### src/fwsr_params.svh
// Constants for the flash write status polling controller
`ifndef FWSR_PARAMS_SVH
`define FWSR_PARAMS_SVH

// ----------------------------------------------------------------
// Status bit positions in the data byte
// ----------------------------------------------------------------
`define FWSR_POLL_BIT        3'd7
`define FWSR_TOGGLE_BIT      3'd6
`define FWSR_TIMEOUT_BIT     3'd5
`define FWSR_WINDOW_BIT      3'd3

// ----------------------------------------------------------------
// Command values
// ----------------------------------------------------------------
`define FWSR_CMD_RESET       8'hF0
`define FWSR_RESET_ADDR      17'h00000

// ----------------------------------------------------------------
// Bus cycle timing in clocks (40 MHz)
// ----------------------------------------------------------------
`define FWSR_CLK_NS          25
`define FWSR_ACCESS_NS       120
`define FWSR_ACCESS_CYC ((`FWSR_ACCESS_NS + `FWSR_CLK_NS - 1) / `FWSR_CLK_NS)
`define FWSR_WE_NS           50
`define FWSR_WE_CYC     ((`FWSR_WE_NS + `FWSR_CLK_NS - 1) / `FWSR_CLK_NS)
`define FWSR_GAP_NS          50
`define FWSR_GAP_CYC    ((`FWSR_GAP_NS + `FWSR_CLK_NS - 1) / `FWSR_CLK_NS)

`endif

### src/fwsr_pkg.sv
// Types for the flash write status polling controller
`default_nettype none
package fwsr_pkg;
    typedef enum logic [1:0] {
        FWSR_MODE_TOGGLE,
        FWSR_MODE_POLARITY,
        FWSR_MODE_RESET
    } fwsr_mode_t;

    typedef enum logic [1:0] {
        FWSR_RES_NONE,
        FWSR_RES_DONE,
        FWSR_RES_FAIL
    } fwsr_result_t;
endpackage
`default_nettype wire

### src/fwsr_bus_cycle.sv
// Single flash bus cycle engine: one read or one write per request
`default_nettype none
`include "fwsr_params.svh"
module fwsr_bus_cycle (
    input  wire logic        sys_clk,
    input  wire logic        reset_n,
    input  wire logic        go,
    input  wire logic        is_write,
    input  wire logic [16:0] addr,
    input  wire logic [7:0]  wdata,
    input  wire logic [7:0]  dq_in,
    output logic             done,
    output logic [7:0]       rdata,
    output logic [16:0]      flash_addr,
    output logic [7:0]       dq_out,
    output logic             dq_oe,
    output logic             ce_n,
    output logic             we_n,
    output logic             oe_n
);
    import fwsr_pkg::*;

    typedef enum logic [1:0] {BC_IDLE, BC_ACT, BC_GAP} fwsr_bc_st_t;
    typedef struct packed {
        fwsr_bc_st_t st;
        logic [3:0]  cnt;
        logic        wr;
        logic        done;
        logic [7:0]  rdata;
        logic [16:0] addr;
        logic [7:0]  dout;
        logic        oe_drv;
        logic        ce_n;
        logic        we_n;
        logic        oe_n;
        logic [7:0]  sy1;
        logic [7:0]  sy2;
    } fwsr_bc_t;

    fwsr_bc_t s_r, s_nxt;

    // ------------------------------------------------------------
    // Next state
    // ------------------------------------------------------------
    always_comb begin
        s_nxt      = s_r;
        s_nxt.done = 1'b0;
        s_nxt.sy1  = dq_in;
        s_nxt.sy2  = s_r.sy1;
        case (s_r.st)
            BC_IDLE: begin
                if (go) begin
                    s_nxt.st     = BC_ACT;
                    s_nxt.wr     = is_write;
                    s_nxt.addr   = addr;
                    s_nxt.dout   = wdata;
                    s_nxt.oe_drv = is_write;
                    s_nxt.ce_n   = 1'b0;
                    s_nxt.we_n   = ~is_write;
                    s_nxt.oe_n   = is_write;
                    // Two extra cycles cover the input synchroniser
                    s_nxt.cnt    = is_write ? 4'(`FWSR_WE_CYC)
                                            : 4'(`FWSR_ACCESS_CYC + 2);
                end
            end
            BC_ACT: begin
                if (s_r.cnt > 4'h1) begin
                    s_nxt.cnt = s_r.cnt - 4'h1;
                end else begin
                    // Deasserting CE ends the cycle and advances toggle
                    s_nxt.st    = BC_GAP;
                    s_nxt.ce_n  = 1'b1;
                    s_nxt.we_n  = 1'b1;
                    s_nxt.oe_n  = 1'b1;
                    s_nxt.rdata = s_r.sy2;
                    s_nxt.cnt   = 4'(`FWSR_GAP_CYC);
                end
            end
            BC_GAP: begin
                s_nxt.oe_drv = 1'b0;
                if (s_r.cnt > 4'h1) begin
                    s_nxt.cnt = s_r.cnt - 4'h1;
                end else begin
                    s_nxt.st   = BC_IDLE;
                    s_nxt.done = 1'b1;
                end
            end
            default: s_nxt.st = BC_IDLE;
        endcase
    end

    always_ff @(posedge sys_clk or negedge reset_n) begin
        if (!reset_n) begin
            s_r      <= '0;
            s_r.st   <= BC_IDLE;
            s_r.ce_n <= 1'b1;
            s_r.we_n <= 1'b1;
            s_r.oe_n <= 1'b1;
        end else begin
            s_r <= s_nxt;
        end
    end

    assign done       = s_r.done;
    assign rdata      = s_r.rdata;
    assign flash_addr = s_r.addr;
    assign dq_out     = s_r.dout;
    assign dq_oe      = s_r.oe_drv;
    assign ce_n       = s_r.ce_n;
    assign we_n       = s_r.we_n;
    assign oe_n       = s_r.oe_n;
endmodule
`default_nettype wire

### src/fwsr_poller.sv
// Host controller polling a parallel flash for write operation status
//
// Notes on behaviour
// - Program polling reads the programmed address.
// - Erase polling reads inside a selected sector.
// - After poll flips, take data next read.
// - Two reads, unchanged busy bit means done.
// - Toggling with timeout set: recheck, fail if still toggling.
// - Resumed polling restarts from the first step.
// - After timeout failure issue the reset command.
// - Recheck poll bit after seeing timeout set.
// - Reset is one write of F0 anywhere.
`default_nettype none
`include "fwsr_params.svh"
module fwsr_poller (
    input  wire logic                 sys_clk,
    input  wire logic                 reset_n,
    input  wire logic                 start,
    input  wire fwsr_pkg::fwsr_mode_t mode,
    input  wire logic [16:0]          status_valid_address,
    input  wire logic [7:0]           expect_data,
    input  wire logic [7:0]           dq_in,
    output logic                      busy,
    output logic                      result_valid,
    output fwsr_pkg::fwsr_result_t    result,
    output logic [7:0]                final_data,
    output logic                      erase_window_bit,
    output logic [16:0]               flash_addr,
    output logic [7:0]                dq_out,
    output logic                      dq_oe,
    output logic                      ce_n,
    output logic                      we_n,
    output logic                      oe_n
);
    import fwsr_pkg::*;

    // ------------------------------------------------------------
    // Sequencer state
    // ------------------------------------------------------------
    typedef enum logic [3:0] {
        ST_IDLE,
        ST_RD_FIRST,
        ST_RD_SECOND,
        ST_RD_RECHECK,
        ST_RD_FINAL,
        ST_WR_RESET,
        ST_REPORT
    } fwsr_st_t;

    typedef struct packed {
        fwsr_st_t     st;
        fwsr_mode_t   mode;
        logic [16:0]  addr;
        logic [7:0]   exp_byte;
        logic         tog_prev;
        logic         tout_seen;
        logic         go;
        logic         is_wr;
        logic         waiting;
        logic         busy;
        logic         res_v;
        fwsr_result_t res;
        logic [7:0]   data;
        logic         window;
    } fwsr_state_t;

    fwsr_state_t  s_r, s_nxt;
    logic         bc_done;
    logic [7:0]   bc_rdata;

    // Poll bit reached expected value (program: data bit, erase: 1)
    function automatic logic poll_true(input logic [7:0] d,
                                       input logic [7:0] e);
        poll_true = (d[`FWSR_POLL_BIT] == e[`FWSR_POLL_BIT]);
    endfunction

    function automatic logic bit_of(input logic [7:0] d,
                                    input logic [2:0] pos);
        bit_of = d[pos];
    endfunction

    // ------------------------------------------------------------
    // Bus cycle engine
    // ------------------------------------------------------------
    fwsr_bus_cycle u_cycle (
        .sys_clk    (sys_clk),
        .reset_n    (reset_n),
        .go         (s_r.go),
        .is_write   (s_r.is_wr),
        .addr       (s_r.is_wr ? `FWSR_RESET_ADDR : s_r.addr),
        .wdata      (`FWSR_CMD_RESET),
        .dq_in      (dq_in),
        .done       (bc_done),
        .rdata      (bc_rdata),
        .flash_addr (flash_addr),
        .dq_out     (dq_out),
        .dq_oe      (dq_oe),
        .ce_n       (ce_n),
        .we_n       (we_n),
        .oe_n       (oe_n)
    );

    // ------------------------------------------------------------
    // Polling algorithms
    // ------------------------------------------------------------
    always_comb begin
        s_nxt       = s_r;
        s_nxt.go    = 1'b0;
        s_nxt.res_v = 1'b0;
        case (s_r.st)
            ST_IDLE: begin
                // Start is only legal after the final write strobe
                if (start) begin
                    s_nxt.mode      = mode;
                    s_nxt.addr      = status_valid_address;
                    // Erase completes toward all ones
                    s_nxt.exp_byte  = (mode == FWSR_MODE_POLARITY) ?
                                      expect_data : 8'hFF;
                    s_nxt.tout_seen = 1'b0;
                    s_nxt.busy      = 1'b1;
                    s_nxt.waiting   = 1'b0;
                    if (mode == FWSR_MODE_RESET) begin
                        s_nxt.st = ST_WR_RESET;
                    end else begin
                        // Every new polling session starts at the first read
                        s_nxt.st = ST_RD_FIRST;
                    end
                end
            end
            ST_RD_FIRST, ST_RD_SECOND, ST_RD_RECHECK, ST_RD_FINAL,
            ST_WR_RESET: begin
                if (!s_r.waiting) begin
                    s_nxt.go      = 1'b1;
                    s_nxt.is_wr   = (s_r.st == ST_WR_RESET);
                    s_nxt.waiting = 1'b1;
                end else if (bc_done) begin
                    s_nxt.waiting = 1'b0;
                    // A write cycle returns no status byte
                    if (s_r.st != ST_WR_RESET) begin
                        s_nxt.window = bit_of(bc_rdata, `FWSR_WINDOW_BIT);
                    end
                    s_nxt.tog_prev = bit_of(bc_rdata, `FWSR_TOGGLE_BIT);
                    case (s_r.st)
                        ST_RD_FIRST: begin
                            if (s_r.mode == FWSR_MODE_TOGGLE) begin
                                s_nxt.st = ST_RD_SECOND;
                            end else if (poll_true(bc_rdata,
                                                   s_r.exp_byte)) begin
                                // Low bits may lag the poll bit
                                s_nxt.st = ST_RD_FINAL;
                            end else if (bit_of(bc_rdata,
                                                `FWSR_TIMEOUT_BIT)) begin
                                s_nxt.st = ST_RD_RECHECK;
                            end
                        end
                        ST_RD_SECOND: begin
                            // Busy bit inverts on every read while running
                            if (bit_of(bc_rdata, `FWSR_TOGGLE_BIT) ==
                                s_r.tog_prev) begin
                                s_nxt.st = ST_RD_FINAL;
                            end else if (bit_of(bc_rdata,
                                                `FWSR_TIMEOUT_BIT)) begin
                                s_nxt.st = ST_RD_RECHECK;
                            end
                            // Otherwise keep comparing pairs
                        end
                        ST_RD_RECHECK: begin
                            if (s_r.mode == FWSR_MODE_TOGGLE) begin
                                if (bit_of(bc_rdata, `FWSR_TOGGLE_BIT) ==
                                    s_r.tog_prev) begin
                                    s_nxt.st = ST_RD_FINAL;
                                end else begin
                                    s_nxt.tout_seen = 1'b1;
                                    s_nxt.st = ST_WR_RESET;
                                end
                            end else if (poll_true(bc_rdata,
                                                   s_r.exp_byte)) begin
                                s_nxt.st = ST_RD_FINAL;
                            end else begin
                                // Covers illegal 0-to-1 program too
                                s_nxt.tout_seen = 1'b1;
                                s_nxt.st = ST_WR_RESET;
                            end
                        end
                        ST_RD_FINAL: begin
                            s_nxt.data = bc_rdata;
                            s_nxt.res  = FWSR_RES_DONE;
                            s_nxt.st   = ST_REPORT;
                        end
                        default: begin
                            // Reset write returns flash to array read
                            s_nxt.res = s_r.tout_seen ? FWSR_RES_FAIL
                                                      : FWSR_RES_DONE;
                            s_nxt.st  = ST_REPORT;
                        end
                    endcase
                end
            end
            ST_REPORT: begin
                s_nxt.res_v = 1'b1;
                s_nxt.busy  = 1'b0;
                s_nxt.st    = ST_IDLE;
            end
            default: s_nxt.st = ST_IDLE;
        endcase
    end

    // Protected-sector busy windows and suspended sectors need no
    // special path: polling simply waits them out.
    always_ff @(posedge sys_clk or negedge reset_n) begin
        if (!reset_n) begin
            s_r      <= '0;
            s_r.st   <= ST_IDLE;
            s_r.mode <= FWSR_MODE_TOGGLE;
            s_r.res  <= FWSR_RES_NONE;
        end else begin
            s_r <= s_nxt;
        end
    end

    assign busy             = s_r.busy;
    assign result_valid     = s_r.res_v;
    assign result           = s_r.res;
    assign final_data       = s_r.data;
    assign erase_window_bit = s_r.window;
endmodule
`default_nettype wire

### config.mk
export PLATFORM = sky130hd
export DESIGN_NAME = fwsr_poller
export DESIGN_NICKNAME = d
export VERILOG_FILES = /design/src/fwsr_pkg.sv /design/src/fwsr_bus_cycle.sv /design/src/fwsr_poller.sv
export VERILOG_INCLUDE_DIRS = /design/src /design/src/src
export SDC_FILE = /design/constraint.sdc
export NUM_CORES = 1
export LEC_CHECK = 0
export ABC_AREA = 1
export BUFFER_PORTS_ARGS = -buffer_cell sky130_fd_sc_hd__buf_4
export CAP_MARGIN = 10
export CELL_PAD_IN_SITES_DETAIL_PLACEMENT = 1
export CELL_PAD_IN_SITES_GLOBAL_PLACEMENT = 1
export CORE_ASPECT_RATIO = 1.75
export CORE_MARGIN = 5
export CORE_UTILIZATION = 41
export DETAILED_ROUTE_END_ITERATION = 10
export PLACE_DENSITY = 0.87
export SLEW_MARGIN = 20
export SYNTH_ARGS = -nofsm -noshare
export SYNTH_HDL_FRONTEND = slang
export SYNTH_SLANG_ARGS = --single-unit
### constraint.sdc
create_clock -name sys_clk -period 2.25 [get_ports sys_clk]
set_clock_uncertainty 0.1 [all_clocks]
set_input_delay 0.225 -clock sys_clk [delete_from_list [all_inputs] [get_ports sys_clk]]
set_output_delay 0.225 -clock sys_clk [all_outputs]
set_load 0.05 [all_outputs]
==> out/qor.txt, run 1 <==
r2r worst-path depth -> 8
PortBufs -> 68
Worst R2R Setup Slack -> 280 ps
vias post-DR -> 3132
shortest period the worst path allows -> 1970 ps
vias in the first global route -> 3618
CTS root buf -> clkbuf_16
Max Fanout on Critical Path -> 4
peak supply drop -> 744 uV
number of DRC markers in iteration 0 -> 132
# diodes -> 0
Final period util -> 87.7%
routability congestion estimate -> 0.820
GRT met2 Usage -> 34.6%
Final Hold Vio Count -> 0
max_cap viols -> 0
Core Area -> 0.00991 sq mm
synth top area cells -> dfrtp_1 (56%), nand2_1 (10%), buf_4 (6.5%)
HP Class -> primary input to flop
routing usage on met3 -> 4.79%
largest net degree at the start of global routing -> 43
detail-routed via count per cell -> 4.88
Final Max Slew Viols -> 0
R2R Path End -> u_cycle.s_r[59]
first-pass GRT wire length -> 17.7 mm
GR peak layer -> met2
Overflow after GRT -> 0
share of cells above drive strength 1 -> 20.7%
Mean Syn Cell Area -> 9.21 sq um
Leak -> 2.53 nW
pre-CTS setup slack -> 298 ps
Clock Tree Buf Depth -> 2
post-layout util -> 51.2%
IO Pins -> 80
R2R Path Start -> u_cycle.s_r[55]
die height -> 143 um
Final #Nets -> 555
fillcell total -> 1147
GRT Util Overall -> 18.6%
post-synth top area share -> 55.5%
FF+latch count, synth -> 95
post-CTS setup buffers -> 0
worst setup path class -> flop to flop
pwr dens -> 1310 mW/mm^2
Worst-Skew Late Latency -> 340 ps
crit path capture -> u_cycle.s_r[59]
GRT met1 Usage -> 18.9%
Synth Instances -> 450
fmax -> 507 MHz
CP Capture Type -> flop
Design Power -> 6.66 mW
Routed Antenna Nets -> 0
crit path DAT -> 2080 ps
DR DRC count -> 0
Initial Util -> 41.8%
Worst setup SP type -> flop
Crit. Startpoint -> u_cycle.s_r[55]
TritonRoute pass-1 iters -> 4
row count -> 48
clock sinks -> 95
EDFF count, synth -> 0
Req. time, crit path -> 2360 ps
Async S/R FF share, synth -> 100%
CTS tree -> done
Layout area overhead -> 22.5%
DIE WIDTH -> 86.0 um
final worst setup slack -> 276 ps
post-synth top area cell -> dfrtp_1
Die Area -> 0.0123 sq mm
post-synthesis cell type count -> 32
Total Routed Length -> 10.5 mm
synth warn -> 0
fin cells -> 642
WL/cell -> 16.3 um
predominant post-synthesis flop cell -> dfrtp_1
initial antenna violation count -> 0
setup_tns -> 0 ps
RSZ-0062 raised after global routing -> no
Final setup viols -> 0
H-tree depth -> 3
TritonCTS buffer count -> 9
outcome -> complete, no violations
register area share after synthesis -> 57.4%
clock-pin slew on the worst setup and hold paths -> 70 ps
Post-Syn Area -> 0.00415 sq mm
Cells after DPL -> 605
dpl hpwl -> 7.07 mm
cells in the final DEF, fill, tap and decap left out, types with 9 or more instances in the layout:
master           n
dlygate4sd3_1   21
clkbuf_16        9
nand2_1        113
buf_4           73
dfrtp_1         92
o21ai_0         35
o31ai_1         18
a21oi_1         18
inv_1           55
nand3_1         12
nor2_1          21
state kept, by name, summed over array words and instances, names as in the netlist:
signal and cells:
erase_window_bit 1, u_cycle.flash_addr 17, u_cycle.rdata 8, u_cycle.done 1, s_r 29, u_cycle.we_n 1
u_cycle.oe_n 1, u_cycle.dq_out 1, u_cycle.s_r 14, result_valid 1, result 2, final_data 8
u_cycle.s_nxt 8, u_cycle.ce_n 1, u_cycle.dq_oe 1, busy 1
power breakdown:
group / leakage [nW] / internal [mW] / switching [mW]
sequential: 1.18 / 2.24 / 0.318
combinational: 1.21 / 0.765 / 1.78
clock: 0.144 / 0.875 / 0.682
metrics by stage:
stage          hold slack (ps)  cell area [sq um]
2_1_floorplan             -171               4160
3_3_place_gp               114               4560
3_5_place_dp               120               4560
4_1_cts                   1.75               5080
5_1_grt                   20.0               5080
6_report                  17.3               5080
what timing repair did:
action | 4_1_cts | 5_1_grt
hold buffers | 21 | 0
hold endpoints to repair | 55 | 0
resized for setup | 0 | 0
cell type report:
class,count,area [sq um],area share [%]
flip-flops and latches,95,2380,46.9
inverters,58,218,4.29
repair buffers,95,778,15.3
clock buffers,9,225,4.44
clock inverters,7,82.6,1.63
multi-input cells,253,1240,24.3
well taps,125,156,3.08
worst max-delay path, stage by stage, from the launching register on:
cell	delay, ps
dfrtp_1	390
inv_1	90
ha_1	230
o21ai_0	340
inv_1	140
a21oi_1	240
inv_1	60
o21ai_0	130
o21ai_0	120
worst min path at each step:
stage	start	slack, ps	cells after the start	to
floorplan	reset_n	-170	0	busy
global placement	reset_n	110	1	s_r[27]
detailed placement	reset_n	120	1	s_r[27]
CTS	status_valid_address[7]	2	3	s_r[33]
global route	status_valid_address[3]	20	3	s_r[29]
finish	status_valid_address[3]	20	3	s_r[29]
cells in the mapped netlist, types with 2 or more instances:
library cell and number:
inv_1 55, nand4_1 3, nor2_4 3, nor2_2 2, inv_2 3, a21oi_1 18, nor2_1 21, nand3_1 12
nand2_2 2, nand2_1 113, clkbuf_1 8, o21ai_1 3, xor2_1 2, ha_1 5, dfrtp_1 92, buf_4 36
o31ai_1 18, nor3_1 2, o21ai_0 35, buf_2 3, dfstp_2 3
layer usage:
| metal | vias to the layer above | part of all wire, % |
|---|---|---|
| met5 | - | 0 |
| met4 | 0 | 2.7 |
| met3 | 21 | 4.1 |
| met2 | 70 | 57 |
| met1 | 1532 | 36 |
| li1 | 1509 | - |
kinds of logic after synthesis:
| family | share of synthesized area (%) |
|---|---|
| AND/OR/NAND/NOR | 16.7 |
| buffers and inverters | 13.1 |
| flip-flops | 57.4 |
| AO/OA/AOI/OAI | 10.7 |
| adder cells (fa/ha/maj) | 1.51 |
| XOR/XNOR | 0.423 |
| other | 0.0904 |
Note: power is estimated with default switching activity, not from simulation.
==> run 2: changes to the inputs <==
--- a/config.mk
+++ b/config.mk
@@ -13,9 +13,9 @@
 export CELL_PAD_IN_SITES_GLOBAL_PLACEMENT = 1
 export CORE_ASPECT_RATIO = 1.75
 export CORE_MARGIN = 5
-export CORE_UTILIZATION = 41
+export CORE_UTILIZATION = 37
 export DETAILED_ROUTE_END_ITERATION = 10
-export PLACE_DENSITY = 0.87
+export PLACE_DENSITY = 0.84
 export SLEW_MARGIN = 20
 export SYNTH_ARGS = -nofsm -noshare
 export SYNTH_HDL_FRONTEND = slang
==> constraint.sdc (replaced) <==
create_clock -name sys_clk -period 1.68 [get_ports sys_clk]
set_clock_uncertainty 0.1 [all_clocks]
set_input_delay 0.168 -clock sys_clk [delete_from_list [all_inputs] [get_ports sys_clk]]
set_output_delay 0.168 -clock sys_clk [all_outputs]
set_load 0.05 [all_outputs]
==> run 2 against run 1 <==
Against the previous run:
- sequential cell count did not move
- critical path depth unchanged
- final cell count increased by 4.4%
- largest cell class unchanged
==> out/qor.txt, run 2 (synthesis gave the netlist of run 1 again) <==
Final Hold Vio Count -> 0
Routed Antenna Nets -> 0
Overflow after GRT -> 0
max_cap viols -> 0
peak supply drop -> 1120 uV
share of cells above drive strength 1 -> 26.4%
Pint -> 5.64 mW
TritonCTS buffer count -> 9
Flop pwr share -> 36.0%
GRT Util Overall -> 17.3%
Final Max Slew Viols -> 0
routability congestion estimate -> 0.792
worst setup path class -> flop to flop
CTS root buf -> clkbuf_16
Min Hold Slack -> 64.8 ps
switch share -> 41.0%
CP Capture Type -> flop
row count -> 51
H-tree depth -> 3
TritonRoute pass-1 iters -> 4
switching pwr -> 3.92 mW
RSZ-0062 raised after global routing -> yes
clock power share -> 23.1%
Die Area -> 0.0135 sq mm
crit path DAT -> 1790 ps
vias post-DR -> 3263
number of DRC markers in iteration 0 -> 118
PortBufs -> 68
Top reg by flops -> s_r
Worst-Skew Late Latency -> 340 ps
DIE WIDTH -> 90.0 um
fillcell total -> 1245
max reg flops -> 29
Final period util -> 97.1%
Initial Util -> 37.6%
commonest non-fill, non-tap cells in the layout -> nand2_1 (109), dfrtp_1 (90), buf_4 (84), inv_1 (52), o21ai_0 (31)
Worst setup SP type -> flop
HP Class -> primary input to flop
DR DRC count -> 0
commonest non-fill, non-tap cell in the layout -> nand2_1
initial antenna violation count -> 0
Final #Nets -> 576
clock-pin slew on the worst setup and hold paths -> 70 ps
detail-routed via count per cell -> 4.87
die height -> 150 um
CTS tree -> done
clock sinks -> 95
Leak -> 2.65 nW
Core Area -> 0.0110 sq mm
Layout area overhead -> 30.1%
# diodes -> 0
Total Routed Length -> 11.5 mm
shortest period the worst path allows -> 1630 ps
pwr dens -> 1770 mW/mm^2
vias in the first global route -> 3750
IO Pins -> 80
WL/cell -> 17.2 um
Max Fanout on Critical Path -> 3
largest net degree at the start of global routing -> 42
outcome -> complete, no violations
Final setup viols -> 0
Req. time, crit path -> 1840 ps
dpl hpwl -> 7.23 mm
Design Power -> 9.56 mW
Clock Tree Buf Depth -> 2
first-pass GRT wire length -> 18.6 mm
fmax -> 613 MHz
Gate power share -> 40.8%
-- run 2: cell types whose count changed in the layout (fill, tap and decap cells not counted), sizes merged --
cell,change
buf,+14
bufinv,+1
clkbuf,+3
clkinv,-3
clkinvlp,-1
dlygate4sd3,+7
-- run 2: final timing paths --
| path | start | endpoint | slack, ps | depth (start not counted) |
|---|---|---|---|---|
| max | u_cycle.s_r[55] | u_cycle.s_r[58] | 50 | 8 |
| min | expect_data[7] | s_r[25] | 60 | 3 |
| max reg2reg | u_cycle.s_r[55] | u_cycle.s_r[58] | 50 | 8 |
| min reg2reg | u_cycle.s_nxt[0] | u_cycle.s_r[0] | 250 | 0 |
| max in group asynchronous | reset_n | s_r[47] | 600 | 3 |
| min in group asynchronous | reset_n | s_r[32] | 210 | 2 |
-- run 2: per-layer routing --
layer	wire, um	track usage [%]
met1	4000	17.2
met2	6730	33.5
met3	483	4.78
met4	282	6.63
met5	0	0
-- run 2: final cells by class --
| class | count | area (sq um) | area share, % |
|---|---|---|---|
| sequential | 95 | 2380 | 44.2 |
| inverter | 58 | 218 | 4.04 |
| clock inverter | 4 | 76.3 | 1.41 |
| tap | 132 | 165 | 3.06 |
| multi-input combinational | 253 | 1330 | 24.7 |
| clock buffer | 12 | 246 | 4.57 |
| timing repair buffer | 116 | 973 | 18.0 |
-- run 2: power groups by stage --
stage               clock network [mW]  registers (mW)  logic (mW)
floorplan                            0            3.43        2.57
global placement                     0            3.41        3.25
detailed placement                   0            3.45        3.39
CTS                               2.25            3.43        3.58
global route                      2.36            3.52        4.29
finish                            2.21            3.45        3.90
-- run 2: repair_timing --
action | in CTS | in global routing
gates resized for setup | 8 | 28
hold endpoints to repair | 57 | 0
pin swaps | 1 | 5
hold buffers | 28 | 0
setup buffers | 0 | 7
endpoints found under the setup margin | 17 | 31
-- run 2: metrics by stage --
step                TNS, ps  cells  setup slack [ps]  utilization, %  cell area (sq um)
finish                    0    670              49.3            48.9               5400
global route           -354    670             -89.6            48.9               5400
CTS                       0    663              3.25            47.6               5250
detailed placement     -762    619              -142            42.0               4630
global placement          0    619              3.28            42.0               4630
floorplan                 0    454              59.8               -               4160
-- run 2: critical path, stage by stage, from the launching register on --
cell	delay [ps]
dfrtp_1	400
buf_6	130
ha_2	180
o21ai_2	160
inv_2	90
a21oi_2	160
buf_4	140
nand3_2	50
o22ai_1	140
==> run 3: changes to the inputs <==
--- a/config.mk
+++ b/config.mk
@@ -15,7 +15,7 @@
 export CORE_MARGIN = 5
 export CORE_UTILIZATION = 37
 export DETAILED_ROUTE_END_ITERATION = 10
-export PLACE_DENSITY = 0.84
+export PLACE_DENSITY_LB_ADDON = 0.1
 export SLEW_MARGIN = 20
 export SYNTH_ARGS = -nofsm -noshare
 export SYNTH_HDL_FRONTEND = slang
==> run 3 against run 2 <==
Against the previous run:
- clock-buffer cell count is 3 lower
- critical path depth stayed put
- clock power is 7% lower
- via count is 5.1% lower
- non-clock buffer count is 1 lower
- global-route usage is 2.7 points lower
- utilization is 0.54 points lower
- design area is 1.1% lower
- sequential power is 2% lower
- fmax is 3.6% higher
- worst hold slack worse by 26 ps
==> out/qor.txt, run 3 (synthesis gave the netlist of run 1 again) <==
CP Capture Type -> flop
Final period util -> 93.7%
Worst-Skew Late Latency -> 340 ps
Worst setup SP type -> flop
TritonRoute pass-1 iters -> 2
Top reg by flops -> s_r
Die Area -> 0.0135 sq mm
clock-pin slew on the worst setup and hold paths -> 70 ps
post-layout util -> 48.3%
Initial Util -> 37.6%
Gate power share -> 39.3%
row count -> 51
max reg flops -> 29
clock power share -> 22.8%
GRT Util Overall -> 14.7%
CTS root buf -> clkbuf_16
pwr dens -> 1680 mW/mm^2
Crit path largest cell delay -> 400 ps
Final Hold Vio Count -> 0
worst setup path class -> flop to flop
crit-path cells -> inv_2, ha_1, inv_1, a21oi_2, inv_1, o21ai_0, nand2_1, nand2_1
vias post-DR -> 3096
DR DRC count -> 0
commonest non-fill, non-tap cell in the layout -> nand2_1
detail-routed via count per cell -> 4.63
share of cells above drive strength 1 -> 25.5%
Max Fanout on Critical Path -> 6
PortBufs -> 68
GRT met2 Usage -> 26.0%
pre-CTS setup slack -> -101 ps
peak supply drop -> 843 uV
CTS tree -> done
setup_tns -> 0 ps
GRT met1 Usage -> 16.5%
Total Routed Length -> 9.22 mm
Worst R2R Setup Slack -> 110 ps
outcome -> complete, no violations
RSZ-0062 raised after global routing -> yes
R2R Path End -> u_cycle.s_r[60]
WL/cell -> 13.8 um
largest net degree at the start of global routing -> 39
Layout area overhead -> 28.7%
number of DRC markers in iteration 0 -> 61
dpl hpwl -> 6.72 mm
# diodes -> 0
Overflow after GRT -> 0
Crit. Startpoint -> u_cycle.s_r[60]
Final Max Slew Viols -> 0
Core Area -> 0.0110 sq mm
Min Hold Slack -> 38.5 ps
DIE WIDTH -> 90.0 um
switch share -> 40.3%
max_cap viols -> 0
worst min-delay path endpoint -> s_r[25]
Pint -> 5.35 mW
H-tree depth -> 3
vias in the first global route -> 3493
Worst Hold Launch -> expect_data[7]
switching pwr -> 3.61 mW
first-pass GRT wire length -> 16.0 mm
Flop pwr share -> 37.9%
fin cells -> 669
Leak -> 2.64 nW
initial antenna violation count -> 0
crit path DAT -> 1760 ps
shortest period the worst path allows -> 1570 ps
r2r worst-path depth -> 8
die height -> 150 um
final worst setup slack -> 105 ps
slowest CP cell -> dfrtp_1
Hold Path Cell Cnt -> 3
IO Pins -> 80
GR peak layer -> met2
R2R Path Start -> u_cycle.s_r[60]
Placed Area -> 0.00469 sq mm
Req. time, crit path -> 1860 ps
Final #Nets -> 575
Routed Antenna Nets -> 0
commonest non-fill, non-tap cells in the layout -> nand2_1 (110), dfrtp_1 (91), buf_4 (82), inv_1 (49), o21ai_0 (33)
TritonCTS buffer count -> 9
Design Power -> 8.96 mW
clock sinks -> 95
Clock Tree Buf Depth -> 2
routability congestion estimate -> 0.801
fmax -> 635 MHz
HP Class -> primary input to flop
routing usage on met3 -> 3.32%
Cells after DPL -> 623
fin area -> 0.00534 sq mm
Final setup viols -> 0
## run 3: cell types whose count changed in the layout (fill, tap and decap cells not counted), moves of 3 or more
cell    delta
ha_1       +3
inv_2      +3
inv_1      -3
buf_12     +3
## run 3: cell type report
cell class,instances,area (sq um)
clock buffer,9,225
clock inverter,7,72.6
fill,1273,5700
inverter,58,218
multi-input combinational,253,1280
sequential,95,2380
tap,132,165
timing repair buffer,115,996
## run 3: worst max-delay path: cells and delay by family (launching register included)
| family | cells | cell delay (ps) |
|---|---|---|
| fa+ha+maj | 1 | 290 |
| flops | 1 | 400 |
| buf+inv | 3 | 220 |
| compound gates | 2 | 300 |
| simple gates | 2 | 200 |
## run 3: worst max-delay path by stage
stage               cells past startpoint                to  slack, ps
global route                            8   u_cycle.s_r[60]        -30
global placement                       10   u_cycle.s_r[57]        -20
detailed placement                     10   u_cycle.s_r[57]       -100
floorplan                               8  u_cycle.rdata[5]         60
CTS                                     9   u_cycle.s_r[60]         10
finish                                  8   u_cycle.s_r[60]        110
## run 3: per-layer routing
layer	wire length [um]	part of all wire, %
met1	3840	42
met2	4780	52
met3	405	4.4
met4	191	2.1
met5	0	0
## run 3: what timing repair did
item | 4_1_cts | 5_1_grt
setup buffers | 0 | 2
hold buffers | 28 | 0
endpoints found under the setup margin | 15 | 19
pin swaps | 0 | 3
endpoints found under the hold margin | 119 | 0
gates resized for setup | 4 | 17
## run 3: power groups by stage
stage                     Clock (mW)  Sequential, mW  Combinational [mW]
after floorplan                    0            3.43                2.57
after global placement             0            3.41                3.32
after detailed placement           0            3.43                3.39
after CTS                       2.12            3.40                3.50
after global routing            2.22            3.49                3.93
final                           2.05            3.39                3.52
